`src/pfp_consts.svh`:
```
`ifndef PFP_CONSTS_SVH
`define PFP_CONSTS_SVH

// register indices; byte address is four times the index
`define PFP_IDX_UV_THR        18'h07f8e
`define PFP_IDX_UV_DEG        18'h07f91
`define PFP_IDX_OV_THR        18'h07f92
`define PFP_IDX_OV_HYST       18'h07f94
`define PFP_IDX_OV_DEG        18'h07f95
`define PFP_IDX_DOC1_THR      18'h07f96
`define PFP_IDX_DOC1_DLY      18'h07f98
`define PFP_IDX_DOC2_THR      18'h07f9a
`define PFP_IDX_DOC2_DLY      18'h07f9c
`define PFP_IDX_COC_THR       18'h07f9e
`define PFP_IDX_COC_DLY       18'h07fa0
`define PFP_IDX_STATUS        18'h07fc0
`define PFP_IDX_CLEAR         18'h07fc1
`define PFP_IDX_ENABLE        18'h07fc2
`define PFP_IDX_ACTIVE        18'h07fc3

// fault bit positions in status, clear, enable and active
`define PFP_BIT_UV            0
`define PFP_BIT_OV            1
`define PFP_BIT_DOC1          2
`define PFP_BIT_DOC2          3
`define PFP_BIT_COC           4
`define PFP_NUM_FAULTS        5

// reset values in register units
`define PFP_RST_UV_THR        16'h5f50
`define PFP_RST_UV_DEG        4'h1
`define PFP_RST_OV_THR        16'h8278
`define PFP_RST_OV_HYST       6'h03
`define PFP_RST_OV_DEG        4'h1
`define PFP_RST_DOC1_THR      16'h1d4c
`define PFP_RST_DOC1_DLY      12'h064
`define PFP_RST_DOC2_THR      16'h2328
`define PFP_RST_DOC2_DLY      12'h014
`define PFP_RST_COC_THR       16'h0ea6
`define PFP_RST_COC_DLY       12'h014

// scaling: voltage code in uV, hysteresis step in uV, current code in mA
`define PFP_VOLT_LSB_UV       40'h00000007d0
`define PFP_HYST_LSB_UV       40'h000001312d
`define PFP_CURR_LSB_MA       40'h0000000002

// front-end set points in nV: fine step, knee, coarse step, top
`define PFP_DOC_FINE_NV       40'h00002625a0
`define PFP_DOC_KNEE_NV       40'h0004c4b400
`define PFP_DOC_COARSE_NV     40'h0000727818
`define PFP_DOC_TOP_NV        40'h000e4e1c00
`define PFP_COC_FINE_NV       40'h0000186a00
`define PFP_COC_KNEE_NV       40'h00030d4000
`define PFP_COC_COARSE_NV     40'h0000493e00
`define PFP_COC_TOP_NV        40'h000927c000

// timing
`define PFP_CLK_HZ            25000000
`define PFP_MS_PER_S          1000
`define PFP_TICK_MS           1
`define PFP_MS_CYCLES         (`PFP_CLK_HZ / `PFP_MS_PER_S * `PFP_TICK_MS)
`define PFP_SHUNT_UOHM        1000

`endif

```
`src/pfp_pkg.sv`:
```
`include "pfp_consts.svh"

package pfp_pkg;

    typedef logic [2:0][15:0] pfp_oc_thr_t;

    typedef struct packed {
        logic [15:0]                     uv_thr;
        logic [3:0]                      uv_deg;
        logic [15:0]                     ov_thr;
        logic [5:0]                      ov_hyst;
        logic [3:0]                      ov_deg;
        logic [2:0][15:0]                oc_thr;
        logic [2:0][11:0]                oc_dly;
        logic [`PFP_NUM_FAULTS-1:0]      status;
        logic [`PFP_NUM_FAULTS-1:0]      enable;
        logic [`PFP_NUM_FAULTS-1:0]      active;
        logic [4:0]                      uv_cnt;
        logic [4:0]                      ov_cnt;
        logic [2:0]                      oc_above;
        logic [2:0][15:0]                oc_sub;
        logic [2:0][11:0]                oc_ms;
        logic                            irq;
        logic [31:0]                     prdata;
        logic                            pready;
        logic                            pslverr;
    } pfp_state_t;

endpackage

```
`src/pfp_top.sv`:
```
// Behaviour
// - undervoltage trips after deglitch-plus-one low readings
// - overvoltage threshold 16 bits, 2 mV step
// - overvoltage hysteresis 6 bits, 78.125 mV step
// - overvoltage trips after deglitch-plus-one high readings
// - discharge overcurrent one threshold, 2 mA step
// - discharge overcurrent one needs millisecond dwell time
// - independent discharge overcurrent two threshold
// - discharge overcurrent two uses own dwell, threshold
// - discharge set points 2.5 then 7.5 mV; the coarse step is coded as 7501848 nV
// - round threshold to nearest set point
// - charge threshold, 1.6 then 4.8 mV set points
// - charge overcurrent needs continuous dwell time
// - undervoltage threshold 16 bits, 2 mV step
//
// Register access over APB was decided locally.
`timescale 1ns/1ns
`include "pfp_consts.svh"

module pfp_top #(
    parameter logic [15:0] MS_CYCLES  = 16'(`PFP_MS_CYCLES),
    parameter int          SHUNT_UOHM = `PFP_SHUNT_UOHM
) (
    // system
    input  wire logic                        pclk,
    input  wire logic                        presetn,
    // apb slave
    input  wire logic                        psel,
    input  wire logic                        penable,
    input  wire logic                        pwrite,
    input  wire logic [19:0]                 paddr,
    input  wire logic [31:0]                 pwdata,
    input  wire logic [3:0]                  pstrb,
    output logic      [31:0]                 prdata,
    output logic                             pready,
    output logic                             pslverr,
    // front-end readings
    input  wire logic                        meas_valid,
    input  wire logic [15:0]                 pack_voltage,
    input  wire logic [15:0]                 discharge_current,
    input  wire logic [15:0]                 charge_current,
    // fault outputs
    output logic [`PFP_NUM_FAULTS-1:0]       fault_active,
    output logic                             fault_irq
);
    import pfp_pkg::*;

    pfp_state_t q;
    pfp_state_t next_q;

    logic [2:0][39:0] set_point_nv;
    logic [2:0][39:0] reading_nv;

    // nearest set point: fine steps to the knee, coarse above, clamp at top
    function automatic logic [39:0] quantize(input logic [39:0] v,
                                             input logic [39:0] fine,
                                             input logic [39:0] knee,
                                             input logic [39:0] coarse,
                                             input logic [39:0] top);
        logic [39:0] r;
        r = '0;
        if (v <= knee) begin
            r = ((v + (fine >> 1)) / fine) * fine;
        end else begin
            r = knee + ((v - knee + (coarse >> 1)) / coarse) * coarse;
        end
        if (r > top) begin
            r = top;
        end
        return r;
    endfunction

    function automatic logic [31:0] merge(input logic [31:0] old,
                                          input logic [31:0] wd,
                                          input logic [3:0]  strb);
        logic [31:0] r;
        r = old;
        for (int b = 0; b < 4; b++) begin
            if (strb[b]) begin
                r[b*8 +: 8] = wd[b*8 +: 8];
            end
        end
        return r;
    endfunction

    // per channel: 0 discharge one, 1 discharge two, 2 charge
    // compared as shunt sense voltage so no division on the reading side
    for (genvar i = 0; i < 3; i++) begin : g_oc
        logic [39:0] thr_nv;
        assign thr_nv = 40'(q.oc_thr[i]) * `PFP_CURR_LSB_MA * 40'(SHUNT_UOHM);
        assign reading_nv[i] = 40'(i == 2 ? charge_current : discharge_current)
                               * `PFP_CURR_LSB_MA * 40'(SHUNT_UOHM);
        if (i == 2) begin : g_coc
            assign set_point_nv[i] = quantize(thr_nv, `PFP_COC_FINE_NV,
                `PFP_COC_KNEE_NV, `PFP_COC_COARSE_NV, `PFP_COC_TOP_NV);
        end else begin : g_doc
            assign set_point_nv[i] = quantize(thr_nv, `PFP_DOC_FINE_NV,
                `PFP_DOC_KNEE_NV, `PFP_DOC_COARSE_NV, `PFP_DOC_TOP_NV);
        end
    end

    always_comb begin
        logic [17:0]                 idx;
        logic                        mapped;
        logic                        setup;
        logic                        wr;
        logic [31:0]                 rd;
        logic [31:0]                 wv;
        logic [`PFP_NUM_FAULTS-1:0]  clr;
        logic [`PFP_NUM_FAULTS-1:0]  rise;
        logic [39:0]                 v_uv;
        logic [39:0]                 thr_uv;
        logic [39:0]                 hyst_uv;
        logic [11:0]                 dly;
        logic [4:0]                  uv_need;
        logic [4:0]                  ov_need;
        idx     = paddr[19:2];
        mapped  = 1'b0;
        rd      = '0;
        clr     = '0;
        next_q  = q;
        setup   = psel && !penable;
        wr      = psel && penable && pwrite && q.pready && !q.pslverr;
        v_uv    = 40'(pack_voltage) * `PFP_VOLT_LSB_UV;
        thr_uv  = 40'(q.ov_thr) * `PFP_VOLT_LSB_UV;
        hyst_uv = 40'(q.ov_hyst) * `PFP_HYST_LSB_UV;
        uv_need = 5'(q.uv_deg) + 5'h01;
        ov_need = 5'(q.ov_deg) + 5'h01;
        dly     = '0;
        wv      = '0;
        rise    = '0;

        // read decode, answered one cycle after setup
        unique case (idx)
            `PFP_IDX_UV_THR:   begin mapped = 1'b1; rd = 32'(q.uv_thr);    end
            `PFP_IDX_UV_DEG:   begin mapped = 1'b1; rd = 32'(q.uv_deg);    end
            `PFP_IDX_OV_THR:   begin mapped = 1'b1; rd = 32'(q.ov_thr);    end
            `PFP_IDX_OV_HYST:  begin mapped = 1'b1; rd = 32'(q.ov_hyst);   end
            `PFP_IDX_OV_DEG:   begin mapped = 1'b1; rd = 32'(q.ov_deg);    end
            `PFP_IDX_DOC1_THR: begin mapped = 1'b1; rd = 32'(q.oc_thr[0]); end
            `PFP_IDX_DOC1_DLY: begin mapped = 1'b1; rd = 32'(q.oc_dly[0]); end
            `PFP_IDX_DOC2_THR: begin mapped = 1'b1; rd = 32'(q.oc_thr[1]); end
            `PFP_IDX_DOC2_DLY: begin mapped = 1'b1; rd = 32'(q.oc_dly[1]); end
            `PFP_IDX_COC_THR:  begin mapped = 1'b1; rd = 32'(q.oc_thr[2]); end
            `PFP_IDX_COC_DLY:  begin mapped = 1'b1; rd = 32'(q.oc_dly[2]); end
            `PFP_IDX_STATUS:   begin mapped = 1'b1; rd = 32'(q.status);    end
            `PFP_IDX_CLEAR:    begin mapped = 1'b1; rd = '0;               end
            `PFP_IDX_ENABLE:   begin mapped = 1'b1; rd = 32'(q.enable);    end
            `PFP_IDX_ACTIVE:   begin mapped = 1'b1; rd = 32'(q.active);    end
            default:           begin mapped = 1'b0; rd = '0;               end
        endcase
        if (paddr[1:0] != 2'h0) begin
            mapped = 1'b0;
            rd     = '0;
        end

        // zero wait state: pready rises for exactly the first access cycle
        next_q.pready  = setup;
        next_q.pslverr = setup && !mapped;
        next_q.prdata  = (setup && !pwrite) ? rd : '0;

        // writes land on the access edge; read-only registers ignore them
        if (wr) begin
            wv = merge(rd, pwdata, pstrb);
            unique case (idx)
                `PFP_IDX_UV_THR:   next_q.uv_thr    = wv[15:0];
                `PFP_IDX_UV_DEG:   next_q.uv_deg    = wv[3:0];
                `PFP_IDX_OV_THR:   next_q.ov_thr    = wv[15:0];
                `PFP_IDX_OV_HYST:  next_q.ov_hyst   = wv[5:0];
                `PFP_IDX_OV_DEG:   next_q.ov_deg    = wv[3:0];
                `PFP_IDX_DOC1_THR: next_q.oc_thr[0] = wv[15:0];
                `PFP_IDX_DOC1_DLY: next_q.oc_dly[0] = wv[11:0];
                `PFP_IDX_DOC2_THR: next_q.oc_thr[1] = wv[15:0];
                `PFP_IDX_DOC2_DLY: next_q.oc_dly[1] = wv[11:0];
                `PFP_IDX_COC_THR:  next_q.oc_thr[2] = wv[15:0];
                `PFP_IDX_COC_DLY:  next_q.oc_dly[2] = wv[11:0];
                `PFP_IDX_CLEAR:    clr = wv[`PFP_NUM_FAULTS-1:0];
                `PFP_IDX_ENABLE:   next_q.enable = wv[`PFP_NUM_FAULTS-1:0];
                default:           ;
            endcase
        end

        // pack voltage qualification, one step per reading
        if (meas_valid) begin
            if (pack_voltage < q.uv_thr) begin
                if (q.uv_cnt < uv_need) begin
                    next_q.uv_cnt = q.uv_cnt + 5'h01;
                end
                if (q.uv_cnt + 5'h01 >= uv_need) begin
                    next_q.active[`PFP_BIT_UV] = 1'b1;
                end
            end else begin
                next_q.uv_cnt = '0;
                next_q.active[`PFP_BIT_UV] = 1'b0;
            end

            if (pack_voltage > q.ov_thr) begin
                if (q.ov_cnt < ov_need) begin
                    next_q.ov_cnt = q.ov_cnt + 5'h01;
                end
                if (q.ov_cnt + 5'h01 >= ov_need) begin
                    next_q.active[`PFP_BIT_OV] = 1'b1;
                end
            end else begin
                // a broken run restarts the count from zero
                next_q.ov_cnt = '0;
                if (v_uv + hyst_uv < thr_uv) begin
                    next_q.active[`PFP_BIT_OV] = 1'b0;
                end
            end
        end

        // overcurrent dwell: millisecond count restarted by each dip
        for (int i = 0; i < 3; i++) begin
            if (meas_valid) begin
                next_q.oc_above[i] = reading_nv[i] > set_point_nv[i];
            end
            // a zero delay field behaves as the shortest time, one millisecond
            dly = (q.oc_dly[i] == 12'h000) ? 12'h001 : q.oc_dly[i];
            if (!next_q.oc_above[i]) begin
                next_q.oc_sub[i] = '0;
                next_q.oc_ms[i]  = '0;
                next_q.active[`PFP_BIT_DOC1 + i] = 1'b0;
            end else if (!q.active[`PFP_BIT_DOC1 + i]) begin
                if (q.oc_sub[i] >= MS_CYCLES - 16'h0001) begin
                    next_q.oc_sub[i] = '0;
                    next_q.oc_ms[i]  = q.oc_ms[i] + 12'h001;
                    if (q.oc_ms[i] + 12'h001 >= dly) begin
                        next_q.active[`PFP_BIT_DOC1 + i] = 1'b1;
                    end
                end else begin
                    next_q.oc_sub[i] = q.oc_sub[i] + 16'h0001;
                end
            end
        end

        // sticky status: a new trip beats a clear in the same cycle
        rise          = next_q.active & ~q.active;
        next_q.status = (q.status & ~clr) | rise;
        next_q.irq    = |(next_q.status & next_q.enable);
    end

    always_ff @(posedge pclk or negedge presetn) begin
        if (!presetn) begin
            q           <= '0;
            q.uv_thr    <= `PFP_RST_UV_THR;
            q.uv_deg    <= `PFP_RST_UV_DEG;
            q.ov_thr    <= `PFP_RST_OV_THR;
            q.ov_hyst   <= `PFP_RST_OV_HYST;
            q.ov_deg    <= `PFP_RST_OV_DEG;
            q.oc_thr[0] <= `PFP_RST_DOC1_THR;
            q.oc_dly[0] <= `PFP_RST_DOC1_DLY;
            q.oc_thr[1] <= `PFP_RST_DOC2_THR;
            q.oc_dly[1] <= `PFP_RST_DOC2_DLY;
            q.oc_thr[2] <= `PFP_RST_COC_THR;
            q.oc_dly[2] <= `PFP_RST_COC_DLY;
        end else begin
            q <= next_q;
        end
    end

    assign prdata       = q.prdata;
    assign pready       = q.pready;
    assign pslverr      = q.pslverr;
    assign fault_active = q.active;
    assign fault_irq    = q.irq;

endmodule

```
`config.mk`:
```
export PLATFORM = sky130hd
export DESIGN_NAME = pfp_top
export DESIGN_NICKNAME = d
export VERILOG_FILES = /design/src/pfp_pkg.sv /design/src/pfp_top.sv
export VERILOG_INCLUDE_DIRS = /design/src /design/src/src
export SDC_FILE = /design/constraint.sdc
export NUM_CORES = 2
export LEC_CHECK = 0
export BUFFER_PORTS_ARGS = -buffer_cell sky130_fd_sc_hd__buf_2
export CELL_PAD_IN_SITES_DETAIL_PLACEMENT = 2
export CELL_PAD_IN_SITES_GLOBAL_PLACEMENT = 2
export CORE_ASPECT_RATIO = 0.7
export CORE_UTILIZATION = 40
export DETAILED_ROUTE_END_ITERATION = 8
export GPL_TIMING_DRIVEN = 0
export PLACE_DENSITY = 0.86
export SYNTH_ARGS = -nofsm -noshare
export SYNTH_HDL_FRONTEND = slang
export SYNTH_SLANG_ARGS = --single-unit
```
`constraint.sdc`:
```
create_clock -name pclk -period 68.2 [get_ports pclk]
set_input_delay 6.82 -clock pclk [delete_from_list [all_inputs] [get_ports pclk]]
set_output_delay 6.82 -clock pclk [all_outputs]
set_load 0.02 [all_outputs]
```
# Yosys cells after proc, flatten, opt, wreduce, memory -nomap -nowiden
# Cells that the tools add are included.
[word_totals]
out_inout_bits = 40
rom_bits = 0
ram_bits = 0
mem_count = 0
latchBits = 0
wordCells = 216
input_bits = 110
register_bits = 277
[classes]
div = 6
eq_ne = 23
n_mul = 14
reduce_logical = 33
addsub = 23
shifts = 0
n_lt_le_gt_ge = 22
n_mux = 62
bitwise = 6
[ops]
columns = ["cell", "n"]
rows = [
  ["$eq 18x15->1 const B", 15],
  ["$mux 40", 6],
  ["$pmux 16 s14", 1],
  ["$mul 16x7->23 const B", 7],
  ["$mux 12", 13],
  ["$mux 16", 9],
  ["$div 40x23->40 const B", 3],
  ["$gt 27x40->1", 3],
  ["$gt 40x28->1 const B", 3],
  ["$add 28x23->29 const B", 3],
  ["$add 27x40->40 const A", 2],
  ["$div 40x22->40 const B", 2],
  ["$mul 40x17->35 const B", 2],
  ["$mul 40x20->37 const B", 2],
  ["$mux 32", 2],
  ["$add 27x21->28 const B", 2],
  ["$sub 27x27->28 const B", 2],
  ["$le 27x27->1 const B", 2],
  ["$add 16x1->16 const B", 3],
  ["$ge 16x15->1 const B", 3],
  ["$add 26x40->40 const A", 1],
  ["$div 40x21->40 const B", 1],
  ["$mul 40x12->31 const B", 1],
  ["$mul 40x14->31 const B", 1],
  ["30 further kinds", 100],
]

# Depth between registers and ports, before layout
[depth]
depth_word = 16
ltp_mapped = 151
mapped_depth_nobuf = 141

# Worst setup path before layout
# No wires, ideal clock.
[synth_path]
kind = "register to register"
startpoint = "register q[217] (netlist bit)"
endpoint = "register q[61] (netlist bit)"
required_time_ns = 68.135
path_slack_ns = 41.151
synth_period_minus_slack_ns = 27.049
setup_time_ns = 0.065
arrival_ns = 26.984
path_buffers = 9
path_stages_with_launch = 144
cell_sequence = "dfstp_2 > inv_1 > fa_1 > fa_1 > fa_1 > fa_1 > inv_1 > ha_1 > buf_4 > a21o_2 > nor3_1 > a221oi_1 > nor2_1 > inv_1 > ha_1 > inv_1 > a31oi_2 > o211ai_1 > (+108 left out) > nor2b_1 > o21ai_0 > nand2b_1 > a21oi_1 > nor2b_1 > o21ai_0 > nand2b_1 > a21oi_1 > nor2b_1 > o21ai_0 > nand2b_1 > a21oi_1 > nor4b_1 > mux2i_1 > inv_1 > o21ai_1 > clkbuf_1 > a31o_2"
[synth_between]
elab_chain_cells = 13
elab_cells_between_ends = 19
cone_classes = "4 x add/sub; 3 x mul; 2 x div; 3 x order compare; 2 x eq/ne; 4 x mux; 1 x reduce/logical"
[synth_rtl]
columns = ["item", "line", "text"]
rows = [
  ["start: declaration", "pfp_top.sv:48", "pfp_state_t q;"],
  ["start signal: assignment", "pfp_top.sv:258", "q <= next_q;"],
  ["$mul 16x7->23 (*)", "pfp_top.sv:90", "assign thr_nv = 40'(q.oc_thr[i]) * `PFP_CURR_LSB_MA * 40'(SHUNT_UOHM);"],
  ["$sub 27x26->28", "pfp_top.sv:65", "r = knee + ((v - knee + (coarse >> 1)) / coarse) * coarse;"],
  ["$add 28x23->29", "pfp_top.sv:65", ""],
  ["$div 40x23->40", "pfp_top.sv:65", ""],
  ["$mul 40x14->31", "pfp_top.sv:65", ""],
  ["$add 26x40->40", "pfp_top.sv:65", ""],
  ["$mux 40 (*)", "pfp_top.sv:62", "if (v <= knee) begin"],
  ["$gt 40x28->1", "pfp_top.sv:67", "if (r > top) begin"],
  ["$mux 40 (*)", "pfp_top.sv:67", ""],
  ["$gt 27x40->1 (*)", "pfp_top.sv:216", "next_q.oc_above[i] = reading_nv[i] > set_point_nv[i];"],
  ["$mux 1 (*)", "pfp_top.sv:215", "if (meas_valid) begin"],
  ["$ne 2x1->1 (no line) / $ne 2x2->1 (equally long branches)", "--", ""],
  ["$reduce_and 2->1 (no line)", "--", ""],
]
# Mark *: on every way between the ends. The rest lies on a longest branch, timed or not.
# A chain may end at the register's enable or synchronous reset.

==> metrics.md <==
| Metric | Value |
|---|---|
| CP startpoint | `q[218]$_DFFE_PN0P_` |
| CTS Root Cell | `clkbuf_16` |
| Number of synthesized flops with an enable pin | `0` |
| Setup Skew | `0.0772 ns` |
| Htree depth | `1` |
| Port Buffers | `113` |
| RSZ-0062 raised after global routing | `no` |
| CP max stage cell | `clkbuf_1` |
| Rel. slew slack | `-10.1%` |
| Final setup violation count | `0` |
| Hold Crit Class | `flop to flop` |
| Commonest non-fill, non-tap cells in the layout | `ha_1, inv_1, nor2_1` |
| Tot GR Track Use | `33.7%` |
| Cell mode on critical path | `a21oi_1` |
| Final #Nets | `13.7k` |
| Failing checks | `capacitance limit, slew limit` |
| Worst reg2reg startpoint | `q[218]$_DFFE_PN0P_` |
| WP data required | `68.55 ns` |
| Flop2flop setup slack | `30.52 ns` |
| Synthesized area | `91500 sq um` |
| Crit. End Element | `flop` |
| Row Count | `146` |
| Via count | `94.0k` |
| # Post-CTS Setup Buffers | `0` |
| Total gr overflow | `0` |
| Syn Inst Count | `11.5k` |
| Dominant synthesized flop cell | `dfrtp_1` |
| Largest net degree at the start of global routing | `115` |
| Avg Cell Area, Syn | `7.98 sq um` |
| Critical Path AT | `38.03 ns` |
| CTS Sinks | `261` |
| Vias in the first global route | `103k` |
| R2R depth | `134` |
| PwrDens | `28.8 nW/um^2` |
| Ys Warns | `0` |
| Seq/Total Area, Yosys | `7.19%` |
| Synth-to-layout area growth | `6.36%` |
| Async set-reset flop share out of synthesis | `100%` |
| Slew Viols, Final | `9` |
| Post-Route WL | `402 mm` |
| Antenna violations before repair | `9` |
| Min Clock Period, post-route | `37.68 ns` |
| Crit path max-delay family | `compound AO/OA/AOI/OAI gates` |
| Drt wl/cell | `27.2 microns` |
| Fmax | `0.0265 GHz` |
| Worst Path Max Fanout | `14` |
| Status | `complete, but fails checks` |
| Routed Antenna Nets | `0` |
| Skew-Pair Late Insertion Delay | `0.67 ns` |
| Slew at the pin closest to its max-slew limit | `1.65 ns` |
| Max Buffers Root-to-Sink | `3` |
| Hold worst-path end | `q[102]$_DFFE_PN0P_` |
| Critical Path Max Stage Delay | `0.95 ns` |
| Die footprint | `231000 sq um` |
| Hold_buf cts | `0` |
| GP Congestion | `0.956` |
| Yosys reg bits | `261` |
| Max Cap Viol | `3` |
| Total Power | `2810 uW` |
| Drt pass-1 iters | `8` |
| First-pass GRT wire length | `622 mm` |
| Clock buffer count from CTS | `30` |
| Vias per cell | `6.37` |
| Leading cell type in the layout, fill and taps excluded | `ha_1` |
| Leakage | `0.0441 uW` |
| Core area | `227000 sq um` |
| Buf/Inv on CP | `15` |
| Hold Path Depth | `1` |
| Initial Utilization | `40.3%` |
| Iter 0 DRT Violations | `7057` |
| Fin crit share | `55.3%` |
| Critical path class | `flop to flop` |
| Die Span X | `574 microns` |
| Chip height | `402 microns` |
| Yosys cell types | `155` |
| Final Hold Slack | `0.521 ns` |
| Detailed-route DRC error count | `0` |
| Hold Violations, Final | `0` |
| Hold_sp | `q[102]$_DFFE_PN0P_` |
| Setup TNS | `0 ns` |
| Post-CTS Resized | `0` |
| CTS tree | `done` |
| Reg clk slew, reported paths | `0.07 ns` |
| Crit path launch type | `flop` |
| # IOs | `150` |
| VDD IR max | `0.204 mV` |
| Placed wire-length estimate | `331 mm` |
| Reg-to-reg endpoint | `fault_irq$_DFF_PN0_` |
| Layout cell share with drive strength beyond 1 | `6.02%` |
through the flow:
step | std cells | area [sq um] | setup WS (ns) | utilization (%)
floorplan | 11527 | 91800 | 41.15 | -
global placement | 14674 | 96100 | 33.55 | 42.4
detailed placement | 14681 | 96300 | 32.17 | 42.4
CTS | 14737 | 97300 | 31.79 | 42.9
global route | 14739 | 97400 | 28.96 | 42.9
finish | 14740 | 97400 | 30.52 | 42.9
cell type report:
| class | count | area, sq um |
|---|---|---|
| inverters | 1128 | 4240 |
| clock inverters | 12 | 146 |
| fillers | 26187 | 130000 |
| flip-flops and latches | 261 | 6590 |
| plain buffers | 368 | 1690 |
| multi-input cells | 9770 | 79300 |
| clock buffers | 44 | 873 |
| repair buffers | 122 | 701 |
| diodes | 1 | 2.50 |
| well taps | 3034 | 3800 |
cell families (layout without fill, tap and decap cells):
kind of cell	count (synthesis)	count (layout)	share of synthesized area [%]
and+or+nand+nor	3384	3384	18.4
adders and majority gates	1967	1967	32.3
DFF	261	261	7.19
AOI/OAI and AO/OA	3119	3119	23.2
xor gates and xnor gates	1111	1111	11.0
muxes	128	128	1.49
other	2	62	0.00820
buffers and inverters	1496	1674	6.48
state kept, by name, summed over array words and instances (netlist names):
signal	flops
fault_active	5
fault_irq	1
prdata	16
pready	1
pslverr	1
q	237
worst reg2reg max path, delay by kind of cell, from the launching register on:
family                     cells  cell delay [ns]
and+or+nand+nor               30             5.74
xor gates and xnor gates       7             3.17
buffers and inverters         15             4.00
AOI/OAI and AO/OA             68            17.51
muxes                          2             0.95
adders and majority gates     12             5.35
DFF                            1             0.62
metal layers:
layer / GRT usage, % / share of wire (%) / vias up / wire length [microns]
met2: 56.1 / 46 / 3198 / 185000
met3: 4.41 / 6.4 / 772 / 25500
met1: 45.6 / 45 / 48593 / 179000
met4: 9.58 / 3.0 / 8 / 11900
li1: - / - / 41389 / -
met5: 0 / 0.011 / - / 46
cell usage after synthesis, types with 229 or more instances:
library cell,number,area (sq um)
a21oi_1,788,3940
clkbuf_1,229,860
fa_1,657,13200
ha_1,1301,16300
inv_1,1096,4110
nand2_1,800,3000
nand3_1,276,1380
nor2_1,841,3160
nor3_1,327,1640
o21ai_0,585,2930
xnor2_1,787,6890
xor2_1,292,2560
worst max path at each step:
stage | end | slack (ns) | cells past startpoint
2_1_floorplan | q[61]$_DFFE_PN0P_ | 41.15 | 143
3_3_place_gp | fault_irq$_DFF_PN0_ | 33.55 | 141
3_5_place_dp | q[62]$_DFFE_PN0P_ | 32.17 | 133
4_1_cts | q[64]$_DFFE_PN0P_ | 31.79 | 134
5_1_grt | fault_irq$_DFF_PN0_ | 28.96 | 134
6_report | fault_irq$_DFF_PN0_ | 30.52 | 134
report_power, final:
group,switching (uW),leakage [uW],internal [uW]
logic,1500,0.0402,964
clock network,82.3,0.000505,97.1
registers,7.54,0.00345,160
Power figures use the tool's default switching activity.
